**config.mk**
```make
export PLATFORM = sky130hd
export DESIGN_NAME = tvrl_top
export DESIGN_NICKNAME = d
export VERILOG_FILES = /design/src/hdl/tvrl_pkg.sv /design/src/hdl/tvrl_top.sv /design/src/hdl/tvrl_timer.sv /design/src/hdl/tvrl_ahb_slave.sv
export VERILOG_INCLUDE_DIRS = /design/src /design/src/hdl
export SDC_FILE = /design/constraint.sdc
export NUM_CORES = 1
export LEC_CHECK = 0
export BUFFER_PORTS_ARGS = -buffer_cell sky130_fd_sc_hd__buf_2
export CORE_ASPECT_RATIO = 1.2
export CORE_UTILIZATION = 57
export CTS_BUF_LIST = sky130_fd_sc_hd__clkbuf_4 sky130_fd_sc_hd__clkbuf_8
export CTS_CLUSTER_DIAMETER = 80
export DETAILED_ROUTE_END_ITERATION = 16
export GPL_TIMING_DRIVEN = 0
export PLACE_DENSITY_LB_ADDON = 0.08
export REMOVE_ABC_BUFFERS = 1
export SLEW_MARGIN = 20
export SYNTH_ARGS = -nofsm -noshare
export SYNTH_HDL_FRONTEND = slang
export SYNTH_SLANG_ARGS = --single-unit
```
**constraint.sdc**
```tcl
create_clock -name sys_clk -period 2.7 [get_ports sys_clk]
set_input_delay 0.27 -clock sys_clk [delete_from_list [all_inputs] [get_ports sys_clk]]
set_output_delay 0.27 -clock sys_clk [all_outputs]
set_load 0.05 [all_outputs]
```
**src/hdl/tvrl_map.svh**
```systemverilog
// Register map, field positions, reset values and AHB codes of the timer read-out.
// Assumes a 32-bit AHB-Lite data bus; each register index maps to a word at four times it.
`ifndef TVRL_MAP_SVH
`define TVRL_MAP_SVH

// ----------------------------------------------------------------------------
// Register indexes
// ----------------------------------------------------------------------------
`define TVRL_IDX_SNAP_LOW   10'h020
`define TVRL_IDX_SNAP_HIGH  10'h022
`define TVRL_IDX_CTRL       10'h034
`define TVRL_IDX_STATUS     10'h035

// ----------------------------------------------------------------------------
// Field positions
// ----------------------------------------------------------------------------
`define TVRL_CTRL_EN_BIT    0
`define TVRL_STAT_HELD_BIT  0
`define TVRL_STAT_ZERO_BIT  1
`define TVRL_STAT_ORDER_BIT 2
`define TVRL_HALF_W         16

// ----------------------------------------------------------------------------
// Reset values
// ----------------------------------------------------------------------------
`define TVRL_SNAP_RST       32'h0000_0000
`define TVRL_COUNT_RST      32'h0000_0000
`define TVRL_CTRL_EN_RST    1'h0
`define TVRL_RDATA_RST      32'h0000_0000

// ----------------------------------------------------------------------------
// AHB-Lite codes
// ----------------------------------------------------------------------------
`define TVRL_HTRANS_NSEQ_BIT 1
`define TVRL_HRESP_OKAY     1'h0

`endif

```
**src/hdl/tvrl_pkg.sv**
```systemverilog
// Types shared by the timer read-out files.
// Assumes tvrl_map.svh carries all numeric constants.
package tvrl_pkg;

	// Read sequence: idle, or a snapshot held for the upper half.
	typedef enum logic [0:0] {
		TVRL_SEQ_IDLE = 1'h0,
		TVRL_SEQ_HELD = 1'h1
	} tvrl_seq_t;

	typedef logic [9:0] tvrl_idx_t;

endpackage : tvrl_pkg

```
**src/hdl/tvrl_top.sv**
```systemverilog
// Timer value read-out: counter, snapshot latch and AHB-Lite register file.
// Assumes a 10 MHz sys_clk, synchronous active-low resetn and word-only bus reads.
`timescale 1ns/100ps
`default_nettype none
`include "tvrl_map.svh"

// Function
// - Present 32-bit timer value to software through two read-only 16-bit registers.
// - Reading the lower register captures the whole count; upper reads return it.
// - Both timer read registers hold zero after reset.
// - Timer bits 31 to 16 are read-only at the upper register.
// - The timer increments only while its count enable is one.
// - Clearing the count enable stops the timer and clears it to zero.
module tvrl_top #(
	parameter int COUNT_W = 32
) (
	input  wire logic               sys_clk,
	input  wire logic               resetn,
	input  wire logic               hsel,
	input  wire logic [31:0]        haddr,
	input  wire logic [1:0]         htrans,
	input  wire logic               hwrite,
	input  wire logic [2:0]         hsize,
	input  wire logic               hready,
	input  wire logic [31:0]        hwdata,
	output logic      [31:0]        hrdata,
	output logic                    hreadyout,
	output logic                    hresp,
	output logic      [COUNT_W-1:0] timer_count,
	output logic                    count_en
);

	localparam int HALF = `TVRL_HALF_W;

	// ------------------------------------------------------------------------
	// Address decoding
	// ------------------------------------------------------------------------
	// A register index sits at four times its value on the byte-addressed bus.
	function automatic logic hit(input logic [31:0] addr, input tvrl_pkg::tvrl_idx_t idx);
		hit = (addr == {20'h0_0000, idx, 2'h0});
	endfunction : hit

	logic        rd_take;
	logic [31:0] rd_addr;
	logic [31:0] rd_value;
	logic        wr_en;
	logic [31:0] wr_addr;
	logic [31:0] wr_data;

	logic [COUNT_W-1:0] snap_q;
	logic [COUNT_W-1:0] snap_d;
	logic               en_q;
	logic               en_d;
	logic               zero_q;
	logic               zero_d;
	logic               order_q;
	logic               order_d;
	tvrl_pkg::tvrl_seq_t seq_q;
	tvrl_pkg::tvrl_seq_t seq_d;

	logic rd_low;
	logic rd_high;
	logic rd_ctrl;
	logic rd_stat;
	logic wr_ctrl;
	logic wr_stat;

	// ------------------------------------------------------------------------
	// Bus front end
	// ------------------------------------------------------------------------
	tvrl_ahb_slave u_bus (
		.sys_clk   (sys_clk),
		.resetn    (resetn),
		.hsel      (hsel),
		.haddr     (haddr),
		.htrans    (htrans),
		.hwrite    (hwrite),
		.hready    (hready),
		.hwdata    (hwdata),
		.hrdata    (hrdata),
		.hreadyout (hreadyout),
		.hresp     (hresp),
		.rd_take   (rd_take),
		.rd_addr   (rd_addr),
		.rd_value  (rd_value),
		.wr_en     (wr_en),
		.wr_addr   (wr_addr),
		.wr_data   (wr_data)
	);

	// ------------------------------------------------------------------------
	// Counter
	// ------------------------------------------------------------------------
	tvrl_timer #(
		.WIDTH (COUNT_W)
	) u_timer (
		.sys_clk  (sys_clk),
		.resetn   (resetn),
		.count_en (en_q),
		.count_q  (timer_count)
	);

	// ------------------------------------------------------------------------
	// Access decode
	// ------------------------------------------------------------------------
	// Only word transfers are supported; hsize is not checked.
	always_comb begin
		rd_low  = rd_take && hit(rd_addr, `TVRL_IDX_SNAP_LOW);
		rd_high = rd_take && hit(rd_addr, `TVRL_IDX_SNAP_HIGH);
		rd_ctrl = rd_take && hit(rd_addr, `TVRL_IDX_CTRL);
		rd_stat = rd_take && hit(rd_addr, `TVRL_IDX_STATUS);
		wr_ctrl = wr_en && hit(wr_addr, `TVRL_IDX_CTRL);
		wr_stat = wr_en && hit(wr_addr, `TVRL_IDX_STATUS);
	end

	// ------------------------------------------------------------------------
	// Read data
	// ------------------------------------------------------------------------
	// The lower register shows the live count, which is exactly what is latched.
	always_comb begin
		rd_value = 32'h0000_0000;
		if (rd_low) begin
			rd_value[HALF-1:0] = timer_count[HALF-1:0];
		end else if (rd_high) begin
			rd_value[HALF-1:0] = snap_q[COUNT_W-1:HALF];
		end else if (rd_ctrl) begin
			rd_value[`TVRL_CTRL_EN_BIT] = en_q;
		end else if (rd_stat) begin
			rd_value[`TVRL_STAT_HELD_BIT]  = (seq_q == tvrl_pkg::TVRL_SEQ_HELD);
			rd_value[`TVRL_STAT_ZERO_BIT]  = zero_q;
			rd_value[`TVRL_STAT_ORDER_BIT] = order_q;
		end
	end

	// ------------------------------------------------------------------------
	// Snapshot latch and read sequence
	// ------------------------------------------------------------------------
	// A read of the upper register without a prior lower read sets the order flag.
	// The zero flag tells software that a retry of the sequence is due.
	always_comb begin
		snap_d  = snap_q;
		seq_d   = seq_q;
		zero_d  = zero_q;
		order_d = order_q;
		if (wr_stat && wr_data[`TVRL_STAT_ORDER_BIT]) begin
			order_d = 1'h0;
		end
		if (rd_low) begin
			snap_d = timer_count;
			seq_d  = tvrl_pkg::TVRL_SEQ_HELD;
			zero_d = (timer_count[7:0] == 8'h00);
		end else if (rd_high) begin
			if (seq_q == tvrl_pkg::TVRL_SEQ_IDLE) begin
				order_d = 1'h1;
			end
			seq_d = tvrl_pkg::TVRL_SEQ_IDLE;
		end
	end

	always_ff @(posedge sys_clk) begin
		if (!resetn) begin
			snap_q  <= COUNT_W'(`TVRL_SNAP_RST);
			seq_q   <= tvrl_pkg::TVRL_SEQ_IDLE;
			zero_q  <= 1'h0;
			order_q <= 1'h0;
		end else begin
			snap_q  <= snap_d;
			seq_q   <= seq_d;
			zero_q  <= zero_d;
			order_q <= order_d;
		end
	end

	// ------------------------------------------------------------------------
	// Control register
	// ------------------------------------------------------------------------
	always_comb begin
		en_d = en_q;
		if (wr_ctrl) begin
			en_d = wr_data[`TVRL_CTRL_EN_BIT];
		end
		count_en = en_q;
	end

	always_ff @(posedge sys_clk) begin
		if (!resetn) begin
			en_q <= `TVRL_CTRL_EN_RST;
		end else begin
			en_q <= en_d;
		end
	end

endmodule : tvrl_top
`default_nettype wire

```
**src/hdl/tvrl_timer.sv**
```systemverilog
// Enable-gated up counter of the timer read-out; clears to zero while disabled.
// Assumes one clock, synchronous active-low reset.
`timescale 1ns/100ps
`default_nettype none
`include "tvrl_map.svh"

module tvrl_timer #(
	parameter int WIDTH = 32
) (
	input  wire logic             sys_clk,
	input  wire logic             resetn,
	input  wire logic             count_en,
	output logic      [WIDTH-1:0] count_q
);

	logic [WIDTH-1:0] count_d;

	// ------------------------------------------------------------------------
	// Count
	// ------------------------------------------------------------------------
	always_comb begin
		if (count_en) begin
			count_d = count_q + WIDTH'(1);
		end else begin
			count_d = '0;
		end
	end

	always_ff @(posedge sys_clk) begin
		if (!resetn) begin
			count_q <= WIDTH'(`TVRL_COUNT_RST);
		end else begin
			count_q <= count_d;
		end
	end

endmodule : tvrl_timer
`default_nettype wire

```
**src/hdl/tvrl_ahb_slave.sv**
```systemverilog
// AHB-Lite slave front end: takes transfers, returns registered read data.
// Assumes single word transfers and a single slave whose hreadyout is hready.
`timescale 1ns/100ps
`default_nettype none
`include "tvrl_map.svh"

module tvrl_ahb_slave (
	input  wire logic        sys_clk,
	input  wire logic        resetn,
	input  wire logic        hsel,
	input  wire logic [31:0] haddr,
	input  wire logic [1:0]  htrans,
	input  wire logic        hwrite,
	input  wire logic        hready,
	input  wire logic [31:0] hwdata,
	output logic      [31:0] hrdata,
	output logic             hreadyout,
	output logic             hresp,
	output logic             rd_take,
	output logic      [31:0] rd_addr,
	input  wire logic [31:0] rd_value,
	output logic             wr_en,
	output logic      [31:0] wr_addr,
	output logic      [31:0] wr_data
);

	logic        take;
	logic        wr_pend_q;
	logic        wr_pend_d;
	logic [31:0] wr_addr_q;
	logic [31:0] wr_addr_d;
	logic [31:0] hrdata_q;
	logic [31:0] hrdata_d;

	// ------------------------------------------------------------------------
	// Address phase
	// ------------------------------------------------------------------------
	always_comb begin
		take      = hsel && htrans[`TVRL_HTRANS_NSEQ_BIT] && hready;
		rd_take   = take && !hwrite;
		rd_addr   = haddr;
		wr_pend_d = take && hwrite;
		wr_addr_d = (take && hwrite) ? haddr : wr_addr_q;
		hrdata_d  = rd_take ? rd_value : hrdata_q;
	end

	always_ff @(posedge sys_clk) begin
		if (!resetn) begin
			wr_pend_q <= 1'h0;
			wr_addr_q <= 32'h0000_0000;
			hrdata_q  <= `TVRL_RDATA_RST;
		end else begin
			wr_pend_q <= wr_pend_d;
			wr_addr_q <= wr_addr_d;
			hrdata_q  <= hrdata_d;
		end
	end

	// ------------------------------------------------------------------------
	// Data phase
	// ------------------------------------------------------------------------
	// The slave never waits, so a write completes in its first data cycle.
	always_comb begin
		wr_en     = wr_pend_q;
		wr_addr   = wr_addr_q;
		wr_data   = hwdata;
		hrdata    = hrdata_q;
		hreadyout = 1'h1;
		hresp     = `TVRL_HRESP_OKAY;
	end

endmodule : tvrl_ahb_slave
`default_nettype wire

```
Word-level counts from Yosys, hierarchy flattened
Cells that the tools add are included.

Register bits: 117. Bits in latches: 0. Memory bits (writable): 0. Memory bits (read-only): 0. Input bits: 74. Output and inout bits: 67. Memories kept: 0.

$add $sub $neg: 1. Multipliers: 0. Div/mod/pow operators: 0. $lt $le $gt $ge: 0. Equality and inequality tests: 6. Shifts and indexed selects: 0. Mux-type cells: 12. Bitwise logic cells: 0. Reduce and logical (&&, ||, !) cells: 15.

Operators by type and width (count): $eq A32 B8 Y1 const B (6); $add A32 B1 Y32 const B (1); $mux W16 (1); $mux W13 (1); $logic_and A1 B1 Y1 (11); $logic_not A8 Y1 (1); $mux W1 (7); $mux W3 (2); $mux W2 (1); $reduce_and A2 Y1 (1); $reduce_bool A2 Y1 (1); $logic_not A1 Y1 (1).

Depth between registers and ports, before layout
Gate-level depths: netlist (run 1).

Depth after elaboration: 8. Mapped depth: 7. Gate-level depth less buffers: 5.

Modules after synthesis
Synthesis (run 1) repeated with hierarchy kept, for this count alone.

Cells, all modules: 670. Area, all modules: 5934.4 um2.

By module, submodules not included: tvrl_ahb_slave (times used 1, cells an instance 350, area an instance 3120.5 um2, seq. area each 1301.2 um2); tvrl_timer (times used 1, cells an instance 176, area an instance 1506.4 um2, seq. area each 640.6 um2); tvrl_top (times used 1, cells an instance 144, area an instance 1307.5 um2, seq. area each 400.4 um2).

Least setup slack after synthesis (run 1)
Ideal clock, no wire load.

Kind: reg2reg. Start point: reg u_timer.count_q[5]. End point: reg u_timer.count_q[26]. Setup time: 0.123 ns. Arrival time: 2.060 ns. Required time: 2.577 ns. Setup slack: 0.517 ns. Stages on the path, launching flop included: 7. Buffers on the path: 2. Path through: dfxtp_1 and4_1 buf_4 nand4_4 clkbuf_1 nor4_1 mux2_1.

Cells in the longest elaborated chain, start to end: 1.

Ends and longest elaborated chain: start, declared (RTL line tvrl_timer.sv:13) `output logic [WIDTH-1:0] count_q`; start signal, assigned (RTL line tvrl_timer.sv:31) `` count_q <= WIDTH'(`TVRL_COUNT_RST); ``; start signal, assigned (RTL line tvrl_timer.sv:33) `count_q <= count_d;`; $add A32 B1 Y32 (RTL line tvrl_timer.sv:23) `count_d = count_q + WIDTH'(1);`.

Every way passes these cells. A chain may end at the register's enable or synchronous reset.

Worst setup path in the final report (run 1)
Start point: in haddr[16]. End point: reg snap_q[30].

Cells in the longest elaborated chain, start to end: 2.

Ends and longest elaborated chain: start, declared (RTL line tvrl_top.sv:20) `input wire logic [31:0] haddr,`; $eq A32 B8 Y1 (RTL line tvrl_top.sv:40) `hit = (addr == {20'h0_0000, idx, 2'h0});`; $logic_and A1 B1 Y1 (RTL line tvrl_top.sv:108) `` rd_low = rd_take && hit(rd_addr, `TVRL_IDX_SNAP_LOW); ``; end signal, assigned (RTL line tvrl_top.sv:162) `` snap_q <= COUNT_W'(`TVRL_SNAP_RST); ``; end signal, assigned (RTL line tvrl_top.sv:167) `snap_q <= snap_d;`; end, declared (RTL line tvrl_top.sv:50) `logic [COUNT_W-1:0] snap_q;`.

Every way passes these cells.

==> out/metrics.cfg, run 1 <==
[setup_path]
path_max_fanout = 5
arrival_ns = 2.58
reg2reg_to = u_timer.count_q[25]$_SDFF_PN0_
worst_ep_required_time_ns = 2.99
critPathCapture = snap_q[30]$_SDFFE_PN0P_
r2r_cells = 4
path_class = input pin to register
r2r_slack_ns = 0.45
startpoint_type = input pin
startpoint = haddr[16]
end_kind = register
r2r-start = u_timer.count_q[2]$_SDFF_PN0_

[timing]
setup_viol = 0
fin_crit_ns = 2.28
finalClockSkew_ns = 0.00967
rsz0062_at_grt = false
worst_slack_ns = 0.415
max-slew-margin-rel_pct = 28.0
max_freq_mhz = 438
slew_violations = 0
worstMarginPinSlew_ns = 1.08
hold_ws_ns = 0.153
timing.final.crit_share_pct = 84.6
hold_viol_final = 0

[yosys]
synth_top_cells_by_count = nand2_1, dfxtp_1, a21oi_1, mux2i_1, clkbuf_1
ys_seq_area_share_pct = 44.6
netlist-cell-type-count = 45
ys_warn_count = 0
synth_area_um2 = 4530
yosysMostFrequentCell = nand2_1
yosys.area.top_type = dfxtp_1
avgSynthCellArea_um2 = 8.39
yosys_register_bits = 101
synthCells = 540
synth-edff-count = 0
async_flop_share_pct = 0
synth.top_cell.area_share_pct = 44.6
synth_flop_cell = dfxtp_1
ys_top_cells_by_area = dfxtp_1, nand2_1, mux2i_1, a21oi_1, buf_4

[global_routing]
grt_pass1_wl_um = 17300
grt_usage_pct = 25.7
antenna_found_initial = 0
grt_pass1_vias = 3723
grt_max_degree = 43
grt_overflow = 0

[layout]
fin_util_pct = 65.9
diodes = 0
final_layout_size_suffix_gt1_share_pct = 18.9
syn_to_final_growth_pct = 12.1
fin_area_um2 = 5080
final_cells = 700
finalNetCount = 679

[floorplanning]
chipWidth_um = 83.4
core_area_um2 = 7710
die_h_um = 99.7
start_util_pct = 58.8
num_rows = 35
ios = 141
dieArea_um2 = 8310

[place]
dp.cells = 683
io_buffers = 88
hpwl_um = 7420
dpl_worst_slack_ns = 0.00555
gp_congestion = 0.813
post_dp_cell_area_um2 = 4870

[detailed_routing]
drtIter0Drc = 144
drc_errors = 0
wire_per_inst_um = 15.1
ant_nets = 0
viasPerCell = 5.76
first_pass_iters = 4
num_vias = 4033
wl_um = 10500

[power]
ir_worst_vdd_mv = 0.410
power_density_nw_per_um2 = 513
leakage_nw = 1.91

[clocking]
h-tree-depth = 3
clockRootBuffer = clkbuf_8
cts_hold_buffers = 0
post-cts-setup-buffers = 0
clockBufferDepth = 2
cts_tree = yes
clock_sinks = 101
cts_buffers = 9
cts.repair.resized = 0
clkLatencyLatePin_ns = 0.36
clkTransAtPathRegs_ns = 0.10

[status]
outcome = finished, final reports clean

[job]
cap_violations = 0

[hold_path]
hp-class = input pin to register

-- flip-flops by register name (all words and copies together), names as in the netlist, 16 cells and up --
name	count
u_bus.wr_addr	32
u_timer.count_q	32
snap_q	16
u_bus.hrdata	16
-- power by group --
group	switching, mW	internal [mW]	leakage, nW	total [mW]
Sequential	0.00574	1.50	0.814	1.51
Clock	0.535	0.396	0.0965	0.931
Combinational	0.129	0.0415	0.994	0.170
Total	0.670	1.94	1.91	2.61
-- worst max-delay path, cell delays in order --
cell and delay, ns:
buf_2 0.11, nor4_1 0.44, nand4_1 0.29, nor4_2 0.66
buf_4 0.27, buf_4 0.16, buf_4 0.17, mux2i_1 0.20
-- layer usage --
metal  up-vias  wire, um  global-route usage (%)
met5         -         0                       0
met4         0       229                    10.9
met3        18       374                    4.32
met2        97      5510                    47.0
met1      1922      4430                    29.6
li1       1996         -                       -
-- placed cells by master (no fill, tap or decap), types with 12 or more instances in the layout --
cell     synthesis  layout
or4_1           12      12
nand2_1        124     123
nand4_1         21      21
nor4_1          14      13
buf_2            5      88
nor2_1          20      20
conb_1           2      18
a21oi_1         49      49
o31ai_1         14      14
o21ai_1         17      17
dfxtp_1        101     101
mux2i_1         30      30
-- worst min path at each step --
stage	cells after the start	endpoint	slack, ns	startpoint
3_5_place_dp	2	u_bus.hrdata[13]$_SDFFE_PN0P_	0.44	u_bus.hrdata[13]$_SDFFE_PN0P_
4_1_cts	3	u_bus.wr_addr[18]$_SDFFE_PN0P_	0.14	haddr[18]
6_report	3	u_bus.wr_addr[12]$_SDFFE_PN0P_	0.15	haddr[12]
5_1_grt	3	u_bus.wr_addr[20]$_SDFFE_PN0P_	0.15	haddr[20]
3_3_place_gp	2	u_bus.hrdata[15]$_SDFFE_PN0P_	0.43	u_bus.hrdata[15]$_SDFFE_PN0P_
2_1_floorplan	1	seq_q$_SDFFE_PN0P_	0.40	resetn
-- cell type report --
class	instances	area [um2]
repair buffers	92	474
fillers	706	2630
well taps	92	115
inverters	3	11.3
clock inverters	5	42.5
multi-input cells	396	2260
clock buffers	11	151
flip-flops and latches	101	2020
-- cell families (layout without fill, tap and decap cells) --
logic type                 count (synthesis)  after routing  share of synthesized area (%)
and+or+nand+nor                          240            240                           26.7
DFF                                      101            101                           44.6
adders and majority gates                  2              2                          0.552
muxes                                     32             32                           7.13
xor gates and xnor gates                  13             13                           2.51
AOI/OAI and AO/OA                         91             91                           11.4
buffers and inverters                     59            111                           6.93
other                                      2             18                          0.166
-- through the flow --
step	TNS (ns)	power, mW
after CTS	0	2.62
after floorplan	-14.01	1.64
after global placement	-36.04	1.70
after detailed placement	0	1.71
after global routing	0	2.69
final	0	2.61
Power figures use the tool's default switching activity.
==> inputs of run 2 (changes only) <==
--- a/config.mk
+++ b/config.mk
@@ -8,7 +8,7 @@
 export LEC_CHECK = 0
 export BUFFER_PORTS_ARGS = -buffer_cell sky130_fd_sc_hd__buf_2
 export CORE_ASPECT_RATIO = 1.2
-export CORE_UTILIZATION = 57
+export CORE_UTILIZATION = 48
 export CTS_BUF_LIST = sky130_fd_sc_hd__clkbuf_4 sky130_fd_sc_hd__clkbuf_8
 export CTS_CLUSTER_DIAMETER = 80
 export DETAILED_ROUTE_END_ITERATION = 16
==> constraint.sdc (replaced) <==
create_clock -name sys_clk -period 2.08 [get_ports sys_clk]
set_input_delay 0.208 -clock sys_clk [delete_from_list [all_inputs] [get_ports sys_clk]]
set_output_delay 0.208 -clock sys_clk [all_outputs]
set_load 0.05 [all_outputs]
==> out/metrics.cfg, run 2 (synthesis gave the netlist of run 1 again) <==
[clocking]
clock_sinks = 101
clkTransAtPathRegs_ns = 0.09
cts_tree = yes
clkLatencyLatePin_ns = 0.36
clockBufferDepth = 2
cts_buffers = 9
cts_hold_buffers = 0
h-tree-depth = 3
clockRootBuffer = clkbuf_8

[floorplanning]
num_rows = 38
ios = 141
start_util_pct = 49.9
die_h_um = 108
dieArea_um2 = 9830
chipWidth_um = 90.7
core_area_um2 = 9080

[global_routing]
grt_pass1_wl_um = 17900
grt_pass1_vias = 3665
grt_overflow = 0
grt_max_degree = 43
antenna_found_initial = 0
grt_usage_pct = 23.1

[setup_path]
worst-path-buf-inv = 0
worst_ep_required_time_ns = 2.33
critPathMaxStageDelay_ns = 0.49
startpoint_type = register
cp_top_family = simple AND/OR/NAND/NOR gates
critical_path.cell_chain = and4_4 > nand4_4 > nor4_1 > mux2_1
path_max_fanout = 16
path_class = register to register
end_kind = register
worst_path_max_delay_cell = dfxtp_1
arrival_ns = 2.18

[detailed_routing]
viasPerCell = 5.55
first_pass_iters = 5
wl_um = 11200
drtIter0Drc = 157
met1Wirelength_um = 4680
ant_nets = 0
drc_errors = 0
top_layer_used = met4
route.met2.wl_um = 5800
num_vias = 4073
route.met3.wl_um = 549
wire_per_inst_um = 15.2

[layout]
final_common_cell = nand2_1
mostFrequentLayoutCells = nand2_1, dfxtp_1, buf_2, a21oi_1, mux2i_1
fin_util_pct = 57.0
final_cells = 734
multiInputGateArea_um2 = 2310
finalNetCount = 685
syn_to_final_growth_pct = 14.4
final_layout_size_suffix_gt1_share_pct = 21.3
fill_cells = 897
diodes = 0
regArea_um2 = 2020

[place]
dp.cells = 711
io_buffers = 88
gp_congestion = 0.803
hpwl_um = 7540

[job]
cap_violations = 0

[timing]
max_freq_mhz = 517
rsz0062_at_grt = false
max-slew-margin-rel_pct = 51.3
worstMarginPinSlew_ns = 0.730
fin_crit_ns = 1.94
finalClockSkew_ns = 0.00835
timing.final.crit_share_pct = 93.0
hold_viol_final = 0
slew_violations = 0
hold_ws_ns = 0.0944
setup_viol = 0

[power]
comb_power_share_pct = 6.8
seqPwrFrac_pct = 58.9
swShare_pct = 24.9
ir_worst_vdd_mv = 0.353
clkPwrFrac_pct = 34.3
leakage_nw = 1.94
power_density_nw_per_um2 = 640
cell_internal_pwr_mw = 2.49
power_switching_mw = 0.825

[status]
outcome = finished, final reports clean

[hold_path]
hp-class = input pin to register

## run 2: worst register-to-register path, delay by kind of cell, from the launching register on
kind | cells | cell delay (ns)
simple gates | 3 | 0.99
flops | 1 | 0.49
mux | 1 | 0.35
## run 2: through the flow
step                instance area, um2  worst slack, ns  setup TNS, ns  power, mW
finish                            5180            0.145              0       3.32
global route                      5180           0.0115              0       3.45
CTS                               5140           0.0283              0       3.33
detailed placement                4900           -0.544         -11.20       2.22
global placement                  4880            -2.71         -51.41       2.21
floorplan                         4290            -1.38         -24.93       2.13
## run 2: power by group through the flow
| stage | sequential [mW] | clock (mW) | combinational [mW] |
|---|---|---|---|
| 5_1_grt | 1.96 | 1.25 | 0.244 |
| 2_1_floorplan | 2.00 | 0 | 0.127 |
| 3_3_place_gp | 2.00 | 0 | 0.216 |
| 3_5_place_dp | 2.00 | 0 | 0.219 |
| 6_report | 1.95 | 1.14 | 0.224 |
| 4_1_cts | 1.95 | 1.16 | 0.221 |
## run 2: layout make-up
type                            count  share of cell area, %
Inverter                            3                  0.217
Tap cell                          120                   2.90
Multi-Input combinational cell    397                   44.7
Timing Repair Buffer               97                   9.76
Clock inverter                      3                  0.435
Sequential cell                   101                   39.1
Clock buffer                       13                   2.97
## run 2: timing repair
| item | in CTS | in global routing |
|---|---|---|
| resized for setup | 6 | 5 |
| cloned | 1 | 0 |
| pin swaps | 2 | 2 |
| setup endpoints to repair | 22 | 17 |
| setup buffers | 3 | 3 |
## run 2: final timing paths
| kind | startpoint | endpoint | slack, ns | cells past startpoint |
|---|---|---|---|---|
| setup / recovery | u_timer.count_q[5]$_SDFF_PN0_ | u_timer.count_q[26]$_SDFF_PN0_ | 0.14 | 4 |
| hold / removal | haddr[27] | u_bus.wr_addr[27]$_SDFFE_PN0P_ | 0.09 | 3 |
| setup reg to reg | u_timer.count_q[5]$_SDFF_PN0_ | u_timer.count_q[26]$_SDFF_PN0_ | 0.14 | 4 |
| hold reg to reg | u_bus.hrdata[15]$_SDFFE_PN0P_ | u_bus.hrdata[15]$_SDFFE_PN0P_ | 0.45 | 2 |
## run 2: metal layers
layer / global-route usage, % / up-vias
li1: - / 2017
met1: 26.9 / 1938
met2: 42.6 / 110
met3: 4.15 / 8
met4: 7.60 / 0
met5: 0 / -
